--- src/hw/rcap_pkg.sv ---
package rcap_pkg;
  localparam logic [11:0] ADDR_VERSION = 12'h000;
  localparam logic [11:0] ADDR_CAP_LO = 12'h008;
  localparam logic [11:0] ADDR_CAP_HI = 12'h00c;
  localparam int BIT_ROOT_FLUSH = 63;
  localparam int BIT_INTR_FLUSH = 62;
  localparam int BIT_ECMD = 61;
  localparam int BIT_FS5 = 60;
  localparam int BIT_PI = 59;
  localparam int BIT_FS1G = 56;
  localparam int BIT_RD_DRAIN = 55;
  localparam int BIT_WR_DRAIN = 54;
  localparam int MAX_ADDRESS_MASK_VALUE_LSB = 48;
  localparam int NFR_LSB = 40;
  localparam int BIT_PSI = 39;
  localparam int VER_MAJOR_LSB = 4;
  localparam int HI_BASE = 32;
  localparam int MAX_FAULT_REGS = 256;
  localparam logic [3:0] DRAIN_MAJOR = 4'h2;
  localparam logic [5:0] MAX_ADDRESS_MASK_VALUE_REC = 6'h09;
  localparam logic [5:0] MAX_ADDRESS_MASK_VALUE_REC_GB = 6'h12;
  localparam logic [31:0] PRDATA_RST = 32'h0;

  typedef struct packed {
    logic root_flush;
    logic intr_flush;
    logic ecmd;
    logic fs_support;
    logic fs5;
    logic fs1g;
    logic ir;
    logic pi;
    logic [5:0] max_address_mask_value;
    logic [7:0] fault_register_count;
    logic page_selective_flush_support;
  } rcap_feat_t;

  typedef enum logic [1:0] {INV_GLOBAL, INV_DOMAIN, INV_PAGE, INV_PASID_ADDR} rcap_inv_kind_t;

  typedef struct packed {
    rcap_inv_kind_t kind;
    logic [5:0] mask;
    logic drain_rd;
    logic drain_wr;
  } rcap_inv_req_t;

  // Count of fault records clamped to 1..256, reported as count minus one
  function automatic logic [7:0] rcap_nfr_field(int unsigned count);
    int unsigned c;
    c = count;
    if (c < 1) c = 1;
    if (c > MAX_FAULT_REGS) c = MAX_FAULT_REGS;
    return 8'(c - 1);
  endfunction

  function automatic logic [63:0] rcap_build_cap(rcap_feat_t f);
    logic [63:0] c;
    c = 64'h0;
    c[BIT_ROOT_FLUSH] = f.root_flush;
    c[BIT_INTR_FLUSH] = f.intr_flush;
    c[BIT_ECMD] = f.ecmd;
    c[BIT_FS5] = f.fs5 & f.fs_support;
    c[BIT_PI] = f.pi & f.ir;
    c[BIT_FS1G] = f.fs1g & f.fs_support;
    c[BIT_RD_DRAIN] = 1'b1;
    c[BIT_WR_DRAIN] = 1'b1;
    c[MAX_ADDRESS_MASK_VALUE_LSB +: 6] = f.max_address_mask_value;
    c[NFR_LSB +: 8] = f.fault_register_count;
    c[BIT_PSI] = f.page_selective_flush_support;
    return c;
  endfunction
endpackage

--- src/hw/rcap_top.sv ---
`timescale 1ns/1ps
module rcap_top
  import rcap_pkg::*;
#(
  parameter logic P_ROOT_FLUSH = 1'b1,
  parameter logic P_INTR_FLUSH = 1'b1,
  parameter logic P_ECMD = 1'b0,
  parameter logic P_FS_SUPPORT = 1'b1,
  parameter logic P_FS5 = 1'b1,
  parameter logic P_FS1G = 1'b1,
  parameter logic P_IR = 1'b1,
  parameter logic P_PI = 1'b1,
  parameter logic P_PSI = 1'b1,
  parameter logic P_SCALABLE_MODE_SUPPORT = 1'b1,
  parameter logic [5:0] P_MAX_ADDRESS_MASK_VALUE = 6'h12,
  parameter int unsigned P_FAULT_REGS = 8,
  parameter logic [3:0] P_VER_MAJOR = 4'h2,
  parameter logic [3:0] P_VER_MINOR = 4'h0
) (
  input logic clk_i,
  input logic rst_i,
  input logic psel_i,
  input logic penable_i,
  input logic pwrite_i,
  input logic [11:0] paddr_i,
  input logic [31:0] pwdata_i,
  output logic [31:0] prdata_o,
  output logic pready_o,
  output logic pslverr_o,
  input logic inv_valid_i,
  input rcap_inv_req_t inv_req_i,
  output logic inv_ready_o,
  output logic inv_done_o,
  output logic inv_ok_o,
  input logic drain_ack_i,
  output logic drain_rd_o,
  output logic drain_wr_o
);
  localparam rcap_feat_t FEAT = '{
    root_flush: P_ROOT_FLUSH,
    intr_flush: P_INTR_FLUSH,
    ecmd: P_ECMD,
    fs_support: P_FS_SUPPORT,
    fs5: P_FS5,
    fs1g: P_FS1G,
    ir: P_IR,
    pi: P_PI,
    max_address_mask_value: P_MAX_ADDRESS_MASK_VALUE,
    fault_register_count: rcap_nfr_field(P_FAULT_REGS),
    page_selective_flush_support: P_PSI
  };

  // Capability is fixed by the build, so it folds to constants in synthesis
  localparam logic [63:0] CAP_WORD = rcap_build_cap(FEAT);

  localparam logic [31:0] VER_WORD = {24'h0, P_VER_MAJOR, P_VER_MINOR};

  typedef enum logic [1:0] {INV_IDLE, INV_CHECK, INV_DRAIN} rcap_inv_state_t;

  logic [31:0] prdata_r, prdata_nxt;
  logic pready_r, pready_nxt;
  logic pslverr_r, pslverr_nxt;
  logic setup;

  rcap_inv_state_t inv_state_r, inv_state_nxt;
  logic inv_ready_r, inv_ready_nxt;
  logic inv_done_r, inv_done_nxt;
  logic inv_ok_r, inv_ok_nxt;
  logic inv_take;
  logic drn_start;
  logic chk_valid, chk_ok, chk_rd, chk_wr;
  logic drn_done;

  // APB slave with no wait states: the answer comes in the first access cycle
  always_comb begin
    setup = psel_i && !penable_i;
    prdata_nxt = prdata_r;
    pready_nxt = 1'b0;
    pslverr_nxt = 1'b0;
    if (setup) begin
      pready_nxt = 1'b1;
      case (paddr_i)
        ADDR_VERSION: begin
          if (!pwrite_i) begin
            prdata_nxt = VER_WORD;
          end
        end
        ADDR_CAP_LO: begin
          if (!pwrite_i) begin
            prdata_nxt = CAP_WORD[31:0];
          end
        end
        ADDR_CAP_HI: begin
          if (!pwrite_i) begin
            prdata_nxt = CAP_WORD[63:32];
          end
        end
        default: begin
          pslverr_nxt = 1'b1;
          if (!pwrite_i) begin
            prdata_nxt = PRDATA_RST;
          end
        end
      endcase
      // Writes to mapped words complete cleanly but change nothing
    end
  end

  always_ff @(posedge clk_i) begin
    if (rst_i) begin
      prdata_r <= PRDATA_RST;
      pready_r <= 1'b0;
      pslverr_r <= 1'b0;
    end else begin
      prdata_r <= prdata_nxt;
      pready_r <= pready_nxt;
      pslverr_r <= pslverr_nxt;
    end
  end

  assign prdata_o = prdata_r;
  assign pready_o = pready_r;
  assign pslverr_o = pslverr_r;

  // Invalidation sequencing; one request in flight keeps ordering simple
  always_comb begin
    inv_take = inv_valid_i && inv_ready_r;
    inv_state_nxt = inv_state_r;
    inv_done_nxt = 1'b0;
    inv_ok_nxt = inv_ok_r;
    drn_start = 1'b0;
    case (inv_state_r)
      INV_IDLE: begin
        if (inv_take) begin
          inv_state_nxt = INV_CHECK;
        end
      end
      INV_CHECK: begin
        if (chk_valid) begin
          if (chk_ok && (chk_rd || chk_wr)) begin
            drn_start = 1'b1;
            inv_state_nxt = INV_DRAIN;
          end else begin
            inv_done_nxt = 1'b1;
            inv_ok_nxt = chk_ok;
            inv_state_nxt = INV_IDLE;
          end
        end
      end
      INV_DRAIN: begin
        if (drn_done) begin
          inv_done_nxt = 1'b1;
          inv_ok_nxt = 1'b1;
          inv_state_nxt = INV_IDLE;
        end
      end
      default: inv_state_nxt = INV_IDLE;
    endcase
    inv_ready_nxt = (inv_state_nxt == INV_IDLE);
  end

  always_ff @(posedge clk_i) begin
    if (rst_i) begin
      inv_state_r <= INV_IDLE;
      inv_ready_r <= 1'b0;
      inv_done_r <= 1'b0;
      inv_ok_r <= 1'b0;
    end else begin
      inv_state_r <= inv_state_nxt;
      inv_ready_r <= inv_ready_nxt;
      inv_done_r <= inv_done_nxt;
      inv_ok_r <= inv_ok_nxt;
    end
  end

  assign inv_ready_o = inv_ready_r;
  assign inv_done_o = inv_done_r;
  assign inv_ok_o = inv_ok_r;

  rcap_inv_check u_check (
    .clk_i(clk_i),
    .rst_i(rst_i),
    .req_valid_i(inv_take),
    .req_i(inv_req_i),
    .psi_i(FEAT.page_selective_flush_support),
    .scalable_mode_support_i(P_SCALABLE_MODE_SUPPORT),
    .max_address_mask_value_i(FEAT.max_address_mask_value),
    .major_i(P_VER_MAJOR),
    .chk_valid_o(chk_valid),
    .chk_ok_o(chk_ok),
    .chk_rd_o(chk_rd),
    .chk_wr_o(chk_wr)
  );

  rcap_drain u_drain (
    .clk_i(clk_i),
    .rst_i(rst_i),
    .start_i(drn_start),
    .rd_i(chk_rd),
    .wr_i(chk_wr),
    .ack_i(drain_ack_i),
    .drain_rd_o(drain_rd_o),
    .drain_wr_o(drain_wr_o),
    .done_o(drn_done)
  );

  a_cap_lo_read: assert property (@(posedge clk_i) disable iff (rst_i)
    setup && !pwrite_i && paddr_i == ADDR_CAP_LO
    |=> pready_o && !pslverr_o && prdata_o == CAP_WORD[31:0])
    else $error("capability low word wrong");

  a_cap_hi_read: assert property (@(posedge clk_i) disable iff (rst_i)
    setup && !pwrite_i && paddr_i == ADDR_CAP_HI
    |=> pready_o && prdata_o == CAP_WORD[63:32] ##1 !pready_o)
    else $error("capability high word wrong");

  a_fs_gated: assert property (@(posedge clk_i) disable iff (rst_i)
    setup && !pwrite_i && paddr_i == ADDR_CAP_HI && !P_FS_SUPPORT
    |=> prdata_o[BIT_FS5-HI_BASE] == 1'b0 && prdata_o[BIT_FS1G-HI_BASE] == 1'b0)
    else $error("first-stage bits set without support");

  a_pi_gated: assert property (@(posedge clk_i) disable iff (rst_i)
    setup && !pwrite_i && paddr_i == ADDR_CAP_HI && !P_IR
    |=> prdata_o[BIT_PI-HI_BASE] == 1'b0)
    else $error("posted interrupts without remapping");

  a_drain_ones: assert property (@(posedge clk_i) disable iff (rst_i)
    setup && !pwrite_i && paddr_i == ADDR_CAP_HI
    |=> prdata_o[BIT_RD_DRAIN-HI_BASE] && prdata_o[BIT_WR_DRAIN-HI_BASE])
    else $error("drain bits not one");

  a_reserved_zero: assert property (@(posedge clk_i) disable iff (rst_i)
    setup && !pwrite_i && paddr_i == ADDR_CAP_HI
    |=> prdata_o[26:25] == 2'b00 && prdata_o[6] == 1'b0)
    else $error("reserved capability bits set");

  a_write_ignored: assert property (@(posedge clk_i) disable iff (rst_i)
    setup && pwrite_i |=> $stable(prdata_o) && pready_o)
    else $error("write disturbed read data");

  a_nfr_range: assert property (@(posedge clk_i) disable iff (rst_i)
    setup && !pwrite_i && paddr_i == ADDR_CAP_HI
    |=> 32'(prdata_o[NFR_LSB-HI_BASE +: 8]) + 32'd1 == ((P_FAULT_REGS > MAX_FAULT_REGS) ?
    MAX_FAULT_REGS : ((P_FAULT_REGS < 1) ? 1 : P_FAULT_REGS)))
    else $error("fault register count wrong");

  a_max_address_mask_value_floor: assert property (@(posedge clk_i) disable iff (rst_i)
    P_PSI |-> P_MAX_ADDRESS_MASK_VALUE >= MAX_ADDRESS_MASK_VALUE_REC)
    else $error("mask limit below recommendation");

  a_version_major: assert property (@(posedge clk_i) disable iff (rst_i)
    setup && !pwrite_i && paddr_i == ADDR_VERSION
    |=> prdata_o[VER_MAJOR_LSB +: 4] == P_VER_MAJOR)
    else $error("major version wrong");

  a_unmapped_err: assert property (@(posedge clk_i) disable iff (rst_i)
    setup && paddr_i != ADDR_VERSION && paddr_i != ADDR_CAP_LO && paddr_i != ADDR_CAP_HI
    |=> pready_o && pslverr_o)
    else $error("unmapped address not flagged");

  a_drain_before_done: assert property (@(posedge clk_i) disable iff (rst_i)
    inv_take && P_VER_MAJOR >= DRAIN_MAJOR && inv_req_i.kind != INV_PAGE
    && inv_req_i.kind != INV_PASID_ADDR ##2 1'b1 |-> drain_rd_o && drain_wr_o)
    else $error("automatic drain missing");

  a_page_over_mask: assert property (@(posedge clk_i) disable iff (rst_i)
    inv_take && inv_req_i.kind == INV_PAGE && inv_req_i.mask > P_MAX_ADDRESS_MASK_VALUE
    |-> ##2 inv_done_o && !inv_ok_o)
    else $error("oversize mask accepted");

  a_refused_no_drain: assert property (@(posedge clk_i) disable iff (rst_i)
    inv_take && inv_req_i.kind == INV_PAGE && inv_req_i.mask > P_MAX_ADDRESS_MASK_VALUE
    |-> ##2 !drain_rd_o && !drain_wr_o)
    else $error("refused flush drained");

  a_page_needs_psi: assert property (@(posedge clk_i) disable iff (rst_i)
    inv_take && inv_req_i.kind == INV_PAGE && !P_PSI
    |-> ##2 inv_done_o && !inv_ok_o)
    else $error("page flush accepted without support");

  // Field checks use the parameters directly, so a packing slip cannot hide
  a_root_flush_bit: assert property (@(posedge clk_i) disable iff (rst_i)
    setup && !pwrite_i && paddr_i == ADDR_CAP_HI
    |=> prdata_o[BIT_ROOT_FLUSH-HI_BASE] == P_ROOT_FLUSH)
    else $error("root flush bit wrong");

  a_intr_flush_bit: assert property (@(posedge clk_i) disable iff (rst_i)
    setup && !pwrite_i && paddr_i == ADDR_CAP_HI
    |=> prdata_o[BIT_INTR_FLUSH-HI_BASE] == P_INTR_FLUSH)
    else $error("interrupt flush bit wrong");

  a_ecmd_bit: assert property (@(posedge clk_i) disable iff (rst_i)
    setup && !pwrite_i && paddr_i == ADDR_CAP_HI
    |=> prdata_o[BIT_ECMD-HI_BASE] == P_ECMD)
    else $error("enhanced command bit wrong");

  a_fs5_bit: assert property (@(posedge clk_i) disable iff (rst_i)
    setup && !pwrite_i && paddr_i == ADDR_CAP_HI
    |=> prdata_o[BIT_FS5-HI_BASE] == (P_FS5 & P_FS_SUPPORT))
    else $error("five-level bit wrong");

  a_pi_bit: assert property (@(posedge clk_i) disable iff (rst_i)
    setup && !pwrite_i && paddr_i == ADDR_CAP_HI
    |=> prdata_o[BIT_PI-HI_BASE] == (P_PI & P_IR))
    else $error("posted interrupt bit wrong");

  a_fs1g_bit: assert property (@(posedge clk_i) disable iff (rst_i)
    setup && !pwrite_i && paddr_i == ADDR_CAP_HI
    |=> prdata_o[BIT_FS1G-HI_BASE] == (P_FS1G & P_FS_SUPPORT))
    else $error("gigabyte page bit wrong");

  a_max_address_mask_value_field: assert property (@(posedge clk_i) disable iff (rst_i)
    setup && !pwrite_i && paddr_i == ADDR_CAP_HI
    |=> prdata_o[MAX_ADDRESS_MASK_VALUE_LSB-HI_BASE +: 6] == P_MAX_ADDRESS_MASK_VALUE)
    else $error("mask limit field wrong");

  a_psi_bit: assert property (@(posedge clk_i) disable iff (rst_i)
    setup && !pwrite_i && paddr_i == ADDR_CAP_HI
    |=> prdata_o[BIT_PSI-HI_BASE] == P_PSI)
    else $error("page flush bit wrong");

  a_version_rest: assert property (@(posedge clk_i) disable iff (rst_i)
    setup && !pwrite_i && paddr_i == ADDR_VERSION
    |=> prdata_o[3:0] == P_VER_MINOR && prdata_o[31:8] == 24'h0)
    else $error("version word wrong");
endmodule

--- src/hw/rcap_inv_check.sv ---
`timescale 1ns/1ps
module rcap_inv_check
  import rcap_pkg::*;
(
  input logic clk_i,
  input logic rst_i,
  input logic req_valid_i,
  input rcap_inv_req_t req_i,
  input logic psi_i,
  input logic scalable_mode_support_i,
  input logic [5:0] max_address_mask_value_i,
  input logic [3:0] major_i,
  output logic chk_valid_o,
  output logic chk_ok_o,
  output logic chk_rd_o,
  output logic chk_wr_o
);
  logic valid_r, valid_nxt, ok_r, ok_nxt, rd_r, rd_nxt, wr_r, wr_nxt;
  logic auto_drain;

  always_comb begin
    auto_drain = (major_i >= DRAIN_MAJOR);
    valid_nxt = req_valid_i;
    ok_nxt = ok_r;
    rd_nxt = rd_r;
    wr_nxt = wr_r;
    if (req_valid_i) begin
      case (req_i.kind)
        INV_PAGE: ok_nxt = psi_i && (req_i.mask <= max_address_mask_value_i);
        INV_PASID_ADDR: ok_nxt = scalable_mode_support_i;
        default: ok_nxt = 1'b1;
      endcase
      rd_nxt = auto_drain | req_i.drain_rd;
      wr_nxt = auto_drain | req_i.drain_wr;
    end
  end

  always_ff @(posedge clk_i) begin
    if (rst_i) begin
      valid_r <= 1'b0;
      ok_r <= 1'b0;
      rd_r <= 1'b0;
      wr_r <= 1'b0;
    end else begin
      valid_r <= valid_nxt;
      ok_r <= ok_nxt;
      rd_r <= rd_nxt;
      wr_r <= wr_nxt;
    end
  end

  assign chk_valid_o = valid_r;
  assign chk_ok_o = ok_r;
  assign chk_rd_o = rd_r;
  assign chk_wr_o = wr_r;

  a_pasid_any_mask: assert property (@(posedge clk_i) disable iff (rst_i)
    req_valid_i && req_i.kind == INV_PASID_ADDR && scalable_mode_support_i |=> chk_valid_o && chk_ok_o)
    else $error("pasid invalidation refused");
  a_auto_drain: assert property (@(posedge clk_i) disable iff (rst_i)
    req_valid_i && major_i >= DRAIN_MAJOR |=> chk_rd_o && chk_wr_o)
    else $error("drain not forced");
endmodule

--- src/hw/rcap_drain.sv ---
`timescale 1ns/1ps
module rcap_drain
  import rcap_pkg::*;
(
  input logic clk_i,
  input logic rst_i,
  input logic start_i,
  input logic rd_i,
  input logic wr_i,
  input logic ack_i,
  output logic drain_rd_o,
  output logic drain_wr_o,
  output logic done_o
);
  typedef enum logic {DRN_IDLE, DRN_WAIT} rcap_drn_state_t;
  rcap_drn_state_t state_r, state_nxt;
  logic rd_r, rd_nxt, wr_r, wr_nxt, done_r, done_nxt;

  always_comb begin
    state_nxt = state_r;
    rd_nxt = rd_r;
    wr_nxt = wr_r;
    done_nxt = 1'b0;
    case (state_r)
      DRN_IDLE: begin
        if (start_i) begin
          rd_nxt = rd_i;
          wr_nxt = wr_i;
          state_nxt = DRN_WAIT;
        end
      end
      DRN_WAIT: begin
        // Levels hold until the datapath reports outstanding traffic gone
        if (ack_i) begin
          rd_nxt = 1'b0;
          wr_nxt = 1'b0;
          done_nxt = 1'b1;
          state_nxt = DRN_IDLE;
        end
      end
      default: state_nxt = DRN_IDLE;
    endcase
  end

  always_ff @(posedge clk_i) begin
    if (rst_i) begin
      state_r <= DRN_IDLE;
      rd_r <= 1'b0;
      wr_r <= 1'b0;
      done_r <= 1'b0;
    end else begin
      state_r <= state_nxt;
      rd_r <= rd_nxt;
      wr_r <= wr_nxt;
      done_r <= done_nxt;
    end
  end

  assign drain_rd_o = rd_r;
  assign drain_wr_o = wr_r;
  assign done_o = done_r;
endmodule

--- config.mk ---
export PLATFORM = sky130hd
export DESIGN_NAME = rcap_top
export DESIGN_NICKNAME = d
export VERILOG_FILES = /design/src/hw/rcap_pkg.sv /design/src/hw/rcap_top.sv /design/src/hw/rcap_inv_check.sv /design/src/hw/rcap_drain.sv
export SDC_FILE = /design/constraint.sdc
export NUM_CORES = 1
export LEC_CHECK = 0
export BUFFER_PORTS_ARGS = -buffer_cell sky130_fd_sc_hd__buf_2
export CAP_MARGIN = 20
export CORE_ASPECT_RATIO = 1.4
export CORE_UTILIZATION = 40
export DETAILED_ROUTE_END_ITERATION = 8
export GPL_TIMING_DRIVEN = 1
export HOLD_SLACK_MARGIN = 0.1
export PLACE_DENSITY = 0.84
export SYNTH_ARGS = -nofsm -noshare
export SYNTH_HDL_FRONTEND = slang
export SYNTH_HIERARCHICAL = 1
export SYNTH_SLANG_ARGS = --single-unit
--- constraint.sdc ---
create_clock -name clk_i -period 4.84 [get_ports clk_i]
set_clock_uncertainty 0.2 [all_clocks]
set_input_delay 0.484 -clock clk_i [delete_from_list [all_inputs] [get_ports clk_i]]
set_output_delay 0.484 -clock clk_i [all_outputs]
set_load 0.005 [all_outputs]
==> metrics.md, run 1 <==
| Metric | Value |
|---|---|
| Status | `finished, final reports clean` |
| Pre-CTS setup slack | `2.908 ns` |
| Hold EP | `u_drain/drain_wr_o` |
| Synth Instances | `143` |
| Detail Placement HPWL | `1.641 mm` |
| Initial antenna violation count | `0` |
| Most frequent cells in the layout | `buf_2 (49), conb_1 (30), dfxtp_1 (17)` |
| Die width | `between 40 and 50 µm` |
| DIE HEIGHT | `66.30 µm` |
| Total Routing Usage GR | `0.1301` |
| Switching share of power | `0.2641` |
| Vias | `slightly above 1000` |
| Reg2reg end | `inv_ok_o` |
| Ys Warns | `6` |
| TritonCTS clock tree | `built` |
| Setup violators final | `0` |
| Worst hold path class | `register to register` |
| Mean routed wirelength per cell | `roughly 8.4 µm` |
| Io pins | `100` |
| Largest net degree at the start of global routing | `18` |
| Die Area | `around 3200 µm²` |
| Switching pwr | `0.00008192 W` |
| Grt total ovfl | `0` |
| Setup total negative slack | `0 ns` |
| WP data arrival | `around 1.9 ns` |
| Crit share post-route | `0.3960` |
| Detailed-route DRC error count | `0` |
| Antenna cells | `0` |
| Cts bufs inserted | `3` |
| Total power | `0.0003102 W` |
| CTS sink count | `17` |
| CP top delay family | `compound AO/OA/AOI/OAI gates` |
| Worst reg2reg setup slack | `2.92 ns` |
| Post-CTS sizing | `0` |
| Hold Crit Start | `u_drain/drain_wr_o` |
| Max-Cap Viols | `0` |
| Share of power burned in registers | `0.488` |
| Vias per inst | `4.355` |
| Initial core utilization | `0.4146` |
| Final wirelength | `1.951 mm` |
| F_max | `around 520 MHz` |
| NumNets Final | `~270` |
| Final Hold Viols | `0` |
| Worst Hold Depth | `2` |
| Yosys cell types | `34` |
| CTS H-tree lvls | `1` |
| Clock transition at path regs | `approximately 0.070 ns` |
| Crit Path Class | `register to register` |
| RSZ-0062 raised after global routing | `false` |
| Setup crit start kind | `register` |
| Register area | `340.3 µm²` |
| Max-slew violations | `0` |
| Vias in the first global route | `845` |
| Share of cells above drive strength 1 | `0.2938` |
| Synth Flop Type | `dfxtp_1` |
| Worst reg2reg path startpoint | `inv_state_r[0]` |
| Combinational power share | `0.172` |
| Initial drt markers | `14` |
| Rows | `23` |
| FF-to-FF path depth | `6` |
| Clk network pwr share | `0.340` |
| #FFs+latches synth | `17` |
| Static leakage | `between 0.7 and 0.8 nW` |
| Sequential-to-total area share from yosys stat | `0.2881` |
| Peak fanout along the critical path | `5` |
| Max clock buf depth | `2` |
| Maximum VDD drop | `between 0.1 and 0.15 mV` |
| I/O Buffers | `49` |
| Cts hold-fix bufs | `0` |
| First-pass GRT wire length | `just under 3 mm` |
| Crit path largest cell delay | `0.44 ns` |
| Crit path depth | `6` |
| CP required | `4.81 ns` |
| PwrDens | `about 220 nW/µm²` |
| Skew-Pair Late Insertion Delay | `0.25 ns` |
| Multi-input logic area | `675.6 µm²` |
| Int Power | `0.0002283 W` |
| Fin crit period | `around 1.9 ns` |
| Commonest non-fill, non-tap cell in the layout | `buf_2` |
| Netlist Area Pre-Place | `approximately 1200 µm²` |
| Crit path max-delay cell type | `a2111oi_0` |
| Setup Buffers After CTS | `0` |
| Worst-path cell chain | `inv_1 -> ha_1 -> nor2b_1 -> a2111oi_0 -> nor2_1 -> a311oi_1` |
| CP endpoint kind | `register` |
| # fillers | `slightly below 300` |
| CP Buf/Inv Count | `1` |
| Pre-Repair DR Iteration Count | `2` |
| Routability cong. | `0.7836` |
| PnR worst setup slack | `approximately 2.9 ns` |
| FFs w/ async S/R, synth | `0` |
| Synthesized area per cell | `8.260 µm²` |
| Core ar. | `~2800 µm²` |
| Post-synth EDFFs | `0` |
| Post-route ant nets | `0` |
| WHS | `0.2642 ns` |
| Area grow syn2layout | `18.43%` |
| Root buf cell | `clkbuf_8` |
## tightest hold or removal path, stage by stage (launching register included)
cell and delay, ns:
dfxtp_1 0.31, nand2b_1 0.07, o21ai_1 0.05
## registers in the layout (all words and copies together) (netlist names)
signal / count
inv_done_o: 1
inv_ok_o: 1
inv_ready_o: 1
inv_state_r: 2
prdata_o: 2
pready_o: 1
pslverr_o: 1
u_check/chk_ok_o: 1
u_check/chk_rd_o: 1
u_check/chk_valid_o: 1
u_check/chk_wr_o: 1
u_drain/done_o: 1
u_drain/drain_rd_o: 1
u_drain/drain_wr_o: 1
u_drain/state_r: 1
## layout make-up
class                           instances  area share
Timing Repair Buffer                   49      0.1753
Clock inverter                          1    0.003578
Sequential cell                        17      0.2433
Inverter                               12     0.03220
Clock buffer                            3     0.02952
Multi-Input combinational cell        112      0.4830
Tap cell                               37     0.03309
## cell families after synthesis
family                   after synthesis  synth area share
AND/OR/NAND/NOR                       49            0.2405
buffers and inverters                 42            0.2288
AO/OA/AOI/OAI                         22            0.1176
flip-flops                            17            0.2881
adder cells (fa/ha/maj)               10            0.1059
other                                  2          0.006358
multiplexers                           1           0.01271
## cell usage after synthesis (2+ instances only)
library cell	count	area share
buf_4	30	0.19
dfxtp_1	17	0.29
nor2_1	15	0.048
inv_1	12	0.038
ha_1	10	0.11
nand2_1	8	0.025
o21ai_0	6	0.025
a21oi_1	5	0.021
nand2b_1	4	0.021
nand3_1	4	0.017
nor2b_1	3	0.016
conb_1	2	0.0064
nand4_1	2	0.011
nand4b_1	2	0.015
nand4bb_1	2	0.019
nor3_1	2	0.0085
nor3b_1	2	0.013
## stage by stage
| stage | util | cells | instance area (µm²) |
|---|---|---|---|
| final | 0.4910 | 231 | 1399 |
| after detailed placement | 0.4747 | 227 | 1353 |
| after global routing | 0.4910 | 231 | 1399 |
| after CTS | 0.4910 | 231 | 1399 |
| after global placement | 0.4747 | 227 | 1353 |
| after floorplan | - | 171 | 1286 |
## routing by layer
metal  GRT usage  up-vias  part of all wire
met5           0        -                 0
met2      0.2517       52              0.53
met4      0.1076        0             0.028
li1            -      527                 -
met3     0.01639        5             0.074
met1      0.1005      422              0.37
## worst max-delay path by stage
stage                   startpoint      endpoint
floorplan               paddr_i[7]  prdata_o[30]
global placement        paddr_i[7]  prdata_o[30]
detailed placement      paddr_i[7]  prdata_o[30]
CTS                 inv_state_r[0]      inv_ok_o
global route        inv_state_r[0]      inv_ok_o
finish              inv_state_r[0]      inv_ok_o
## power by group through the flow
stage | Combinational, W | Clock, W | Sequential [W]
2_1_floorplan | 0.0000418 | 0 | 0.000154
3_3_place_gp | 0.0000520 | 0 | 0.000154
3_5_place_dp | 0.0000531 | 0 | 0.000155
4_1_cts | 0.0000534 | 0.000108 | 0.000151
5_1_grt | 0.0000636 | 0.000115 | 0.000152
6_report | 0.0000533 | 0.000105 | 0.000151
Power figures use the tool's default switching activity.
==> run 2, diff against run 1 <==
- CORE_UTILIZATION: 40 -> 38
- PLACE_DENSITY: 0.84 -> 0.81
- clock period: 4.84 -> 1.8 ns (I/O delays scaled with it)
==> run 2 against run 1 <==
  * Core utilization up 6.0 points
  * Final cell count rose by 8.7%
  * Clock-buffer cell count unchanged
  * Worst setup slack lost 2.8 ns
  * Total power increased to 2.9 times the previous value
  * Register-to-register slack got worse by 2.8 ns
  * Global-route usage grew 2.6 points
  * First-iteration DRC count is 79% higher
  * Largest cell class unchanged
==> metrics.md, run 2 (synthesis gave the netlist of run 1 again) <==
| Metric | Value |
|---|---|
| Status | `finished, final reports clean (unchanged)` |
| Max-slew violations | `0 (unchanged)` |
| Total power | `0.0008875 W (was 0.0003102 W)` |
| F_max | `about 580 MHz` |
| Pre-CTS setup slack | `-0.03157 ns (was 2.908 ns)` |
| Largest net degree at the start of global routing | `18 (unchanged)` |
| Initial drt markers | `25 (was 14)` |
| Clock transition at path regs | `0.06 ns (was 0.07 ns)` |
| Cts hold-fix bufs | `14 (was 0)` |
| Setup crit start kind | `primary input (was register)` |
| Placed Instances | `233 (was 227)` |
| Final core occ | `0.5514 (was 0.4910)` |
| I/O Buffers | `49 (unchanged)` |
| Worst-path cell chain | `dlygate4sd3_1 -> buf_2 -> nand2b_4 -> dlygate4sd3_1 -> nor2_1 -> a21boi_1 (was inv_1 -> ha_1 -> nor2b_1 -> a2111oi_0 -> nor2_1 -> a311oi_1)` |
| Mean routed wirelength per cell | `9.602 µm (was 8.446 µm)` |
| Routability cong. | `0.8334 (was 0.7836)` |
| Hold Crit Start | `paddr_i[8] (was u_drain/drain_wr_o)` |
| CTS H-tree lvls | `1 (unchanged)` |
| Initial core utilization | `0.4064 (was 0.4146)` |
| Antenna cells | `0 (unchanged)` |
| Crit path max-delay cell type | `dlygate4sd3_1 (was a2111oi_0)` |
| Max clock buf depth | `2 (unchanged)` |
| Setup Buffers After CTS | `0 (unchanged)` |
| Core ar. | `2907 µm² (was 2849 µm²)` |
| CP required | `1.80 ns (was 4.81 ns)` |
| Post-route ant nets | `0 (unchanged)` |
| Worst reg2reg path startpoint | `inv_state_r[1] (was inv_state_r[0])` |
| PwrDens | `553.7 nW/µm² (was 221.8 nW/µm²)` |
| Non-Filler Instances | `251 (was 231)` |
| Crit Path Class | `primary input to register (was register to register)` |
| CP endpoint kind | `register (unchanged)` |
| Die Area | `3338 µm² (was 3177 µm²)` |
| Worst reg2reg setup slack | `0.14 ns (was 2.92 ns)` |
| DIE HEIGHT | `67.97 µm (was 66.30 µm)` |
| Max-Cap Viols | `0 (unchanged)` |
| First-pass GRT wire length | `3.801 mm (was 2.911 mm)` |
| Grt total ovfl | `0 (unchanged)` |
| Detailed-route DRC error count | `0 (unchanged)` |
| Crit share post-route | `0.9503` |
| Cts bufs inserted | `3 (unchanged)` |
| Maximum VDD drop | `0.2777 mV (was 0.1235 mV)` |
| Detail Placement HPWL | `1.765 mm (was 1.641 mm)` |
| Vias per inst | `4.406 (was 4.355)` |
| Skew-Pair Late Insertion Delay | `0.26 ns (was 0.25 ns)` |
| Share of cells above drive strength 1 | `0.3178 (was 0.2938)` |
| Setup violators final | `0 (unchanged)` |
| Most frequent cells in the layout | `buf_2 (49), conb_1 (30), nor2_1 (15), dfxtp_1 (15), dlygate4sd3_1 (14) (was buf_2 (49), conb_1 (30), dfxtp_1 (17))` |
| NumNets Final | `286 (was 266)` |
| Root buf cell | `clkbuf_8 (unchanged)` |
| Initial antenna violation count | `0 (unchanged)` |
| Crit path largest cell delay | `0.56 ns (was 0.44 ns)` |
| Static leakage | `0.8312 nW (was 0.7354 nW)` |
| Worst setup path end | `pslverr_o (was inv_ok_o)` |
| Io pins | `100 (unchanged)` |
| Final Hold Viols | `0 (unchanged)` |
| Reg2reg end | `inv_state_r[0] (was inv_ok_o)` |
| Die width | `49.12 µm (was 47.93 µm)` |
| Fin crit period | `1.711 ns` |
| Rows | `23 (unchanged)` |
| Commonest non-fill, non-tap cell in the layout | `buf_2 (unchanged)` |
| Pre-Repair DR Iteration Count | `2 (unchanged)` |
| Final wirelength | `2.410 mm (was 1.951 mm)` |
| Worst hold path class | `primary input to register (was register to register)` |
| TritonCTS clock tree | `built (unchanged)` |
| Vias in the first global route | `974 (was 845)` |
| RSZ-0062 raised after global routing | `false (unchanged)` |
| Crit path top cell by count | `dlygate4sd3_1` |
| Vias | `1106 (was 1006)` |
| CTS sink count | `17 (unchanged)` |
| WP data arrival | `1.71 ns (was 1.88 ns)` |
| Setup total negative slack | `0 ns (unchanged)` |
| Crit path launch | `psel_i (was inv_state_r[0])` |
| Total Routing Usage GR | `0.1557 (was 0.1301)` |
| PnR worst setup slack | `0.08942 ns (was 2.924 ns)` |
| Area grow syn2layout | `35.70% (was 18.43%)` |
| Peak fanout along the critical path | `4 (was 5)` |
| FF-to-FF path depth | `6 (unchanged)` |
| # fillers | `281 (was 292)` |
[run 2: worst min-delay path by stage]
stage	to	slack, ns	cells after the start
2_1_floorplan	prdata_o[30]	0.05	1
3_3_place_gp	u_drain/done_o	0.25	3
3_5_place_dp	u_drain/done_o	0.24	3
4_1_cts	pslverr_o	0.09	4
5_1_grt	pslverr_o	0.1	4
6_report	pslverr_o	0.09	4
[run 2: through the flow]
| step | instance area [µm²] | hold slack (ns) |
|---|---|---|
| after global routing | 1603 | 0.09849 |
| after CTS | 1590 | 0.08587 |
| after floorplan | 1286 | 0.04907 |
| after global placement | 1398 | 0.2473 |
| after detailed placement | 1398 | 0.2442 |
| final | 1603 | 0.08861 |
[run 2: per-layer routing]
layer / global-route usage / wire length, µm / vias to the layer above
met4: 0.1434 / 85 / 0
met5: 0 / 0 / -
li1: - / - / 567
met3: 0.01778 / 157 / 5
met2: 0.3236 / 1292 / 52
met1: 0.1248 / 874 / 482
[run 2: worst max-delay path, delay by kind of cell]
family	cells	cell delay (ns)
buffers and inverters	3	1.20
AOI/OAI and AO/OA	1	0.15
and+or+nand+nor	2	0.17
[run 2: cell type report]
cell class                      count  area (µm²)  area share
Multi-Input combinational cell    112       691.9      0.4317
Timing Repair Buffer               69       430.4      0.2685
Sequential cell                    17       342.8      0.2139
Tap cell                           37       46.29     0.02888
Inverter                           12       45.04     0.02810
Clock buffer                        3       41.29     0.02576
Clock inverter                      1       5.005    0.003123
[run 2: report_power, final]
| part | leakage [nW] | internal [W] | switching, W |
|---|---|---|---|
| Clock | 0.0255 | 0.000154 | 0.000140 |
| Combinational | 0.666 | 0.0000972 | 0.0000891 |
| Sequential | 0.139 | 0.000395 | 0.0000121 |
| Total | 0.831 | 0.000647 | 0.000241 |
[run 2: timing repair]
| item | CTS | global route |
|---|---|---|
| pin swaps | 0 | 1 |
| endpoints found under the setup margin | 1 | 4 |
| endpoints found under the hold margin | 11 | 1 |
| resized for setup | 2 | 4 |
==> run 3, diff against run 2 <==
- CORE_UTILIZATION: 38 -> 40
- MAX_ROUTING_LAYER: unset -> met4
- PLACE_DENSITY: 0.81 -> 0.84
- clock period: 1.8 -> 2.2 ns (I/O delays scaled with it)
==> run 3 against run 2 <==
  * Non-clock buffer count is 11 lower
  * Clock power is 22% lower
  * Die area is 4.8% lower
  * Sequential power is 18% lower
  * Flip-flop and latch count stayed put
  * Total power is 22% lower
  * Design area is 7.1% lower
  * Sequential share of layout area is 1.5 points higher
  * Worst setup slack better by 0.11 ns
  * Core utilization is 2.9 points lower
  * Critical path type unchanged
  * Highest routed layer unchanged
==> metrics.md, run 3 (synthesis gave the netlist of run 1 again) <==
| Metric | Value |
|---|---|
| Status | `finished, final reports clean (unchanged)` |
| Setup Buffers After CTS | `0 (unchanged)` |
| Commonest non-fill, non-tap cell in the layout | `buf_2 (unchanged)` |
| F_max | `498.7 MHz` |
| Skew-Pair Late Insertion Delay | `0.25 ns (was 0.26 ns)` |
| Worst reg2reg path startpoint | `inv_state_r[0] (was inv_state_r[1])` |
| Die width | `47.93 µm (was 49.12 µm)` |
| Most frequent cells in the layout | `buf_2 (49), conb_1 (30), dfxtp_1 (17) (was buf_2 (49), conb_1 (30), nor2_1 (15), dfxtp_1 (15), dlygate4sd3_1 (14))` |
| CP required | `2.19 ns (was 1.80 ns)` |
| PwrDens | `465.4 nW/µm² (was 553.7 nW/µm²)` |
| Initial drt markers | `20 (was 25)` |
| Worst reg2reg setup slack | `0.28 ns (was 0.14 ns)` |
| Rows | `23 (unchanged)` |
| Largest net degree at the start of global routing | `18 (unchanged)` |
| Post-CTS sizing | `0 (was 2)` |
| Vias per inst | `4.342 (was 4.406)` |
| Mean routed wirelength per cell | `8.842 µm (was 9.602 µm)` |
| Setup crit start kind | `primary input (unchanged)` |
| Setup violators final | `0 (unchanged)` |
| WP data arrival | `1.99 ns (was 1.71 ns)` |
| Reg2reg end | `inv_ok_o (was inv_state_r[0])` |
| Total power | `0.0006929 W (was 0.0008875 W)` |
| Io pins | `100 (unchanged)` |
| Setup total negative slack | `0 ns (unchanged)` |
| WHS | `0.1110 ns (was 0.08861 ns)` |
| NumNets Final | `275 (was 286)` |
| CTS H-tree lvls | `1 (unchanged)` |
| Antenna cells | `0 (unchanged)` |
| Grt total ovfl | `0 (unchanged)` |
| Final wirelength | `2.122 mm (was 2.410 mm)` |
| Static leakage | `0.7748 nW (was 0.8312 nW)` |
| Crit Path Class | `primary input to register (unchanged)` |
| FF-to-FF path depth | `6 (unchanged)` |
| Max-slew violations | `0 (unchanged)` |
| Total Routing Usage GR | `0.1462 (was 0.1557)` |
| Max-Cap Viols | `0 (unchanged)` |
| Clock transition at path regs | `0.07 ns (was 0.06 ns)` |
| Vias in the first global route | `899 (was 974)` |
| Worst hold path class | `primary input to register (unchanged)` |
| Vias | `1042 (was 1106)` |
| I/O Buffers | `49 (unchanged)` |
| # fillers | `275 (was 281)` |
| RSZ-0062 raised after global routing | `false (unchanged)` |
| Area grow syn2layout | `26.06% (was 35.70%)` |
| CTS sink count | `17 (unchanged)` |
| Peak fanout along the critical path | `2 (was 4)` |
| Multi-input logic area | `675.6 µm² (was 691.9 µm²)` |
| Final Hold Viols | `0 (unchanged)` |
| Hold Crit Start | `psel_i (was paddr_i[8])` |
| Root buf cell | `clkbuf_8 (unchanged)` |
| Die Area | `3177 µm² (was 3338 µm²)` |
| Crit share post-route | `0.9114` |
| Detail Placement HPWL | `1.641 mm (was 1.765 mm)` |
| Fin crit period | `around 2 ns` |
| Hold EP | `pready_o (was pslverr_o)` |
| Crit path launch | `paddr_i[11] (was psel_i)` |
| Initial antenna violation count | `0 (unchanged)` |
| Initial core utilization | `0.4146 (was 0.4064)` |
| Maximum VDD drop | `0.2720 mV (was 0.2777 mV)` |
| Routability cong. | `0.7945 (was 0.8334)` |
| Pre-CTS setup slack | `0.3083 ns (was -0.03157 ns)` |
| DIE HEIGHT | `66.30 µm (was 67.97 µm)` |
| Share of cells above drive strength 1 | `0.2808 (was 0.3178)` |
| Placed Instances | `227 (was 233)` |
| First-pass GRT wire length | `3.180 mm (was 3.801 mm)` |
| PnR worst setup slack | `0.1948 ns (was 0.08942 ns)` |
| Worst Hold Depth | `3 (was 4)` |
| CP endpoint kind | `register (unchanged)` |
| Non-Filler Instances | `240 (was 251)` |
| Post-route ant nets | `0 (unchanged)` |
| Max clock buf depth | `2 (unchanged)` |
| Register area | `340.3 µm² (was 342.8 µm²)` |
| Cts bufs inserted | `3 (unchanged)` |
| Core ar. | `2849 µm² (was 2907 µm²)` |
| Pre-Repair DR Iteration Count | `4 (was 2)` |
| TritonCTS clock tree | `built (unchanged)` |
| Detailed-route DRC error count | `0 (unchanged)` |
-- run 3: cell types whose count changed in the layout (fill, tap and decap cells not counted) --
cell,delta
buf_4,-6
dlygate4sd3_1,-5
dfxtp_1,+2
dfxtp_2,-2
a2111oi_0,+1
a2111oi_2,-1
ha_1,+1
ha_2,-1
nand2b_1,+1
nand2b_4,-1
-- run 3: critical path: stages --
cell	delay, ns
dlygate4sd3_1	0.53
buf_2	0.14
nor4_4	0.28
dlygate4sd3_1	0.61
nand3_1	0.08
a21oi_1	0.13
-- run 3: layout make-up --
class,count,area share
Tap cell,37,0.03109
Sequential cell,17,0.2286
Multi-Input combinational cell,112,0.4538
Clock inverter,1,0.003361
Timing Repair Buffer,58,0.2252
Inverter,12,0.03025
Clock buffer,3,0.02773
-- run 3: where the power goes --
| group | internal (W) | switching [W] |
|---|---|---|
| clock | 0.000126 | 0.000105 |
| combinational | 0.0000636 | 0.0000655 |
| sequential | 0.000323 | 0.0000106 |
| total | 0.000512 | 0.000181 |
-- run 3: per-stage QoR --
stage,utilization,instance area (µm²)
floorplan,-,1286
detailed placement,0.4747,1353
finish,0.5226,1489
CTS,0.5226,1489
global placement,0.4747,1353
global route,0.5226,1489
-- run 3: repair_timing --
item / 4_1_cts / 5_1_grt
hold endpoints to repair: 8 / 0
endpoints found under the setup margin: 0 / 0
hold buffers: 9 / 0
-- run 3: how the worst max path moves through the flow --
stage,endpoint,slack (ns),cells past startpoint
3_3_place_gp,inv_ok_o,0.34,6
3_5_place_dp,inv_ok_o,0.31,6
2_1_floorplan,inv_ok_o,0.50,6
4_1_cts,prdata_o[5],0.18,6
6_report,prdata_o[5],0.19,6
5_1_grt,inv_ok_o,0.08,6
-- run 3: routing by layer --
metal | vias to the layer above | track usage | routed length (µm)
met3 | 4 | 0.01639 | 137
met4 | 0 | 0.1042 | 48
li1 | 545 | - | -
met5 | - | - | 0
met2 | 52 | 0.2889 | 1150
met1 | 441 | 0.1054 | 786
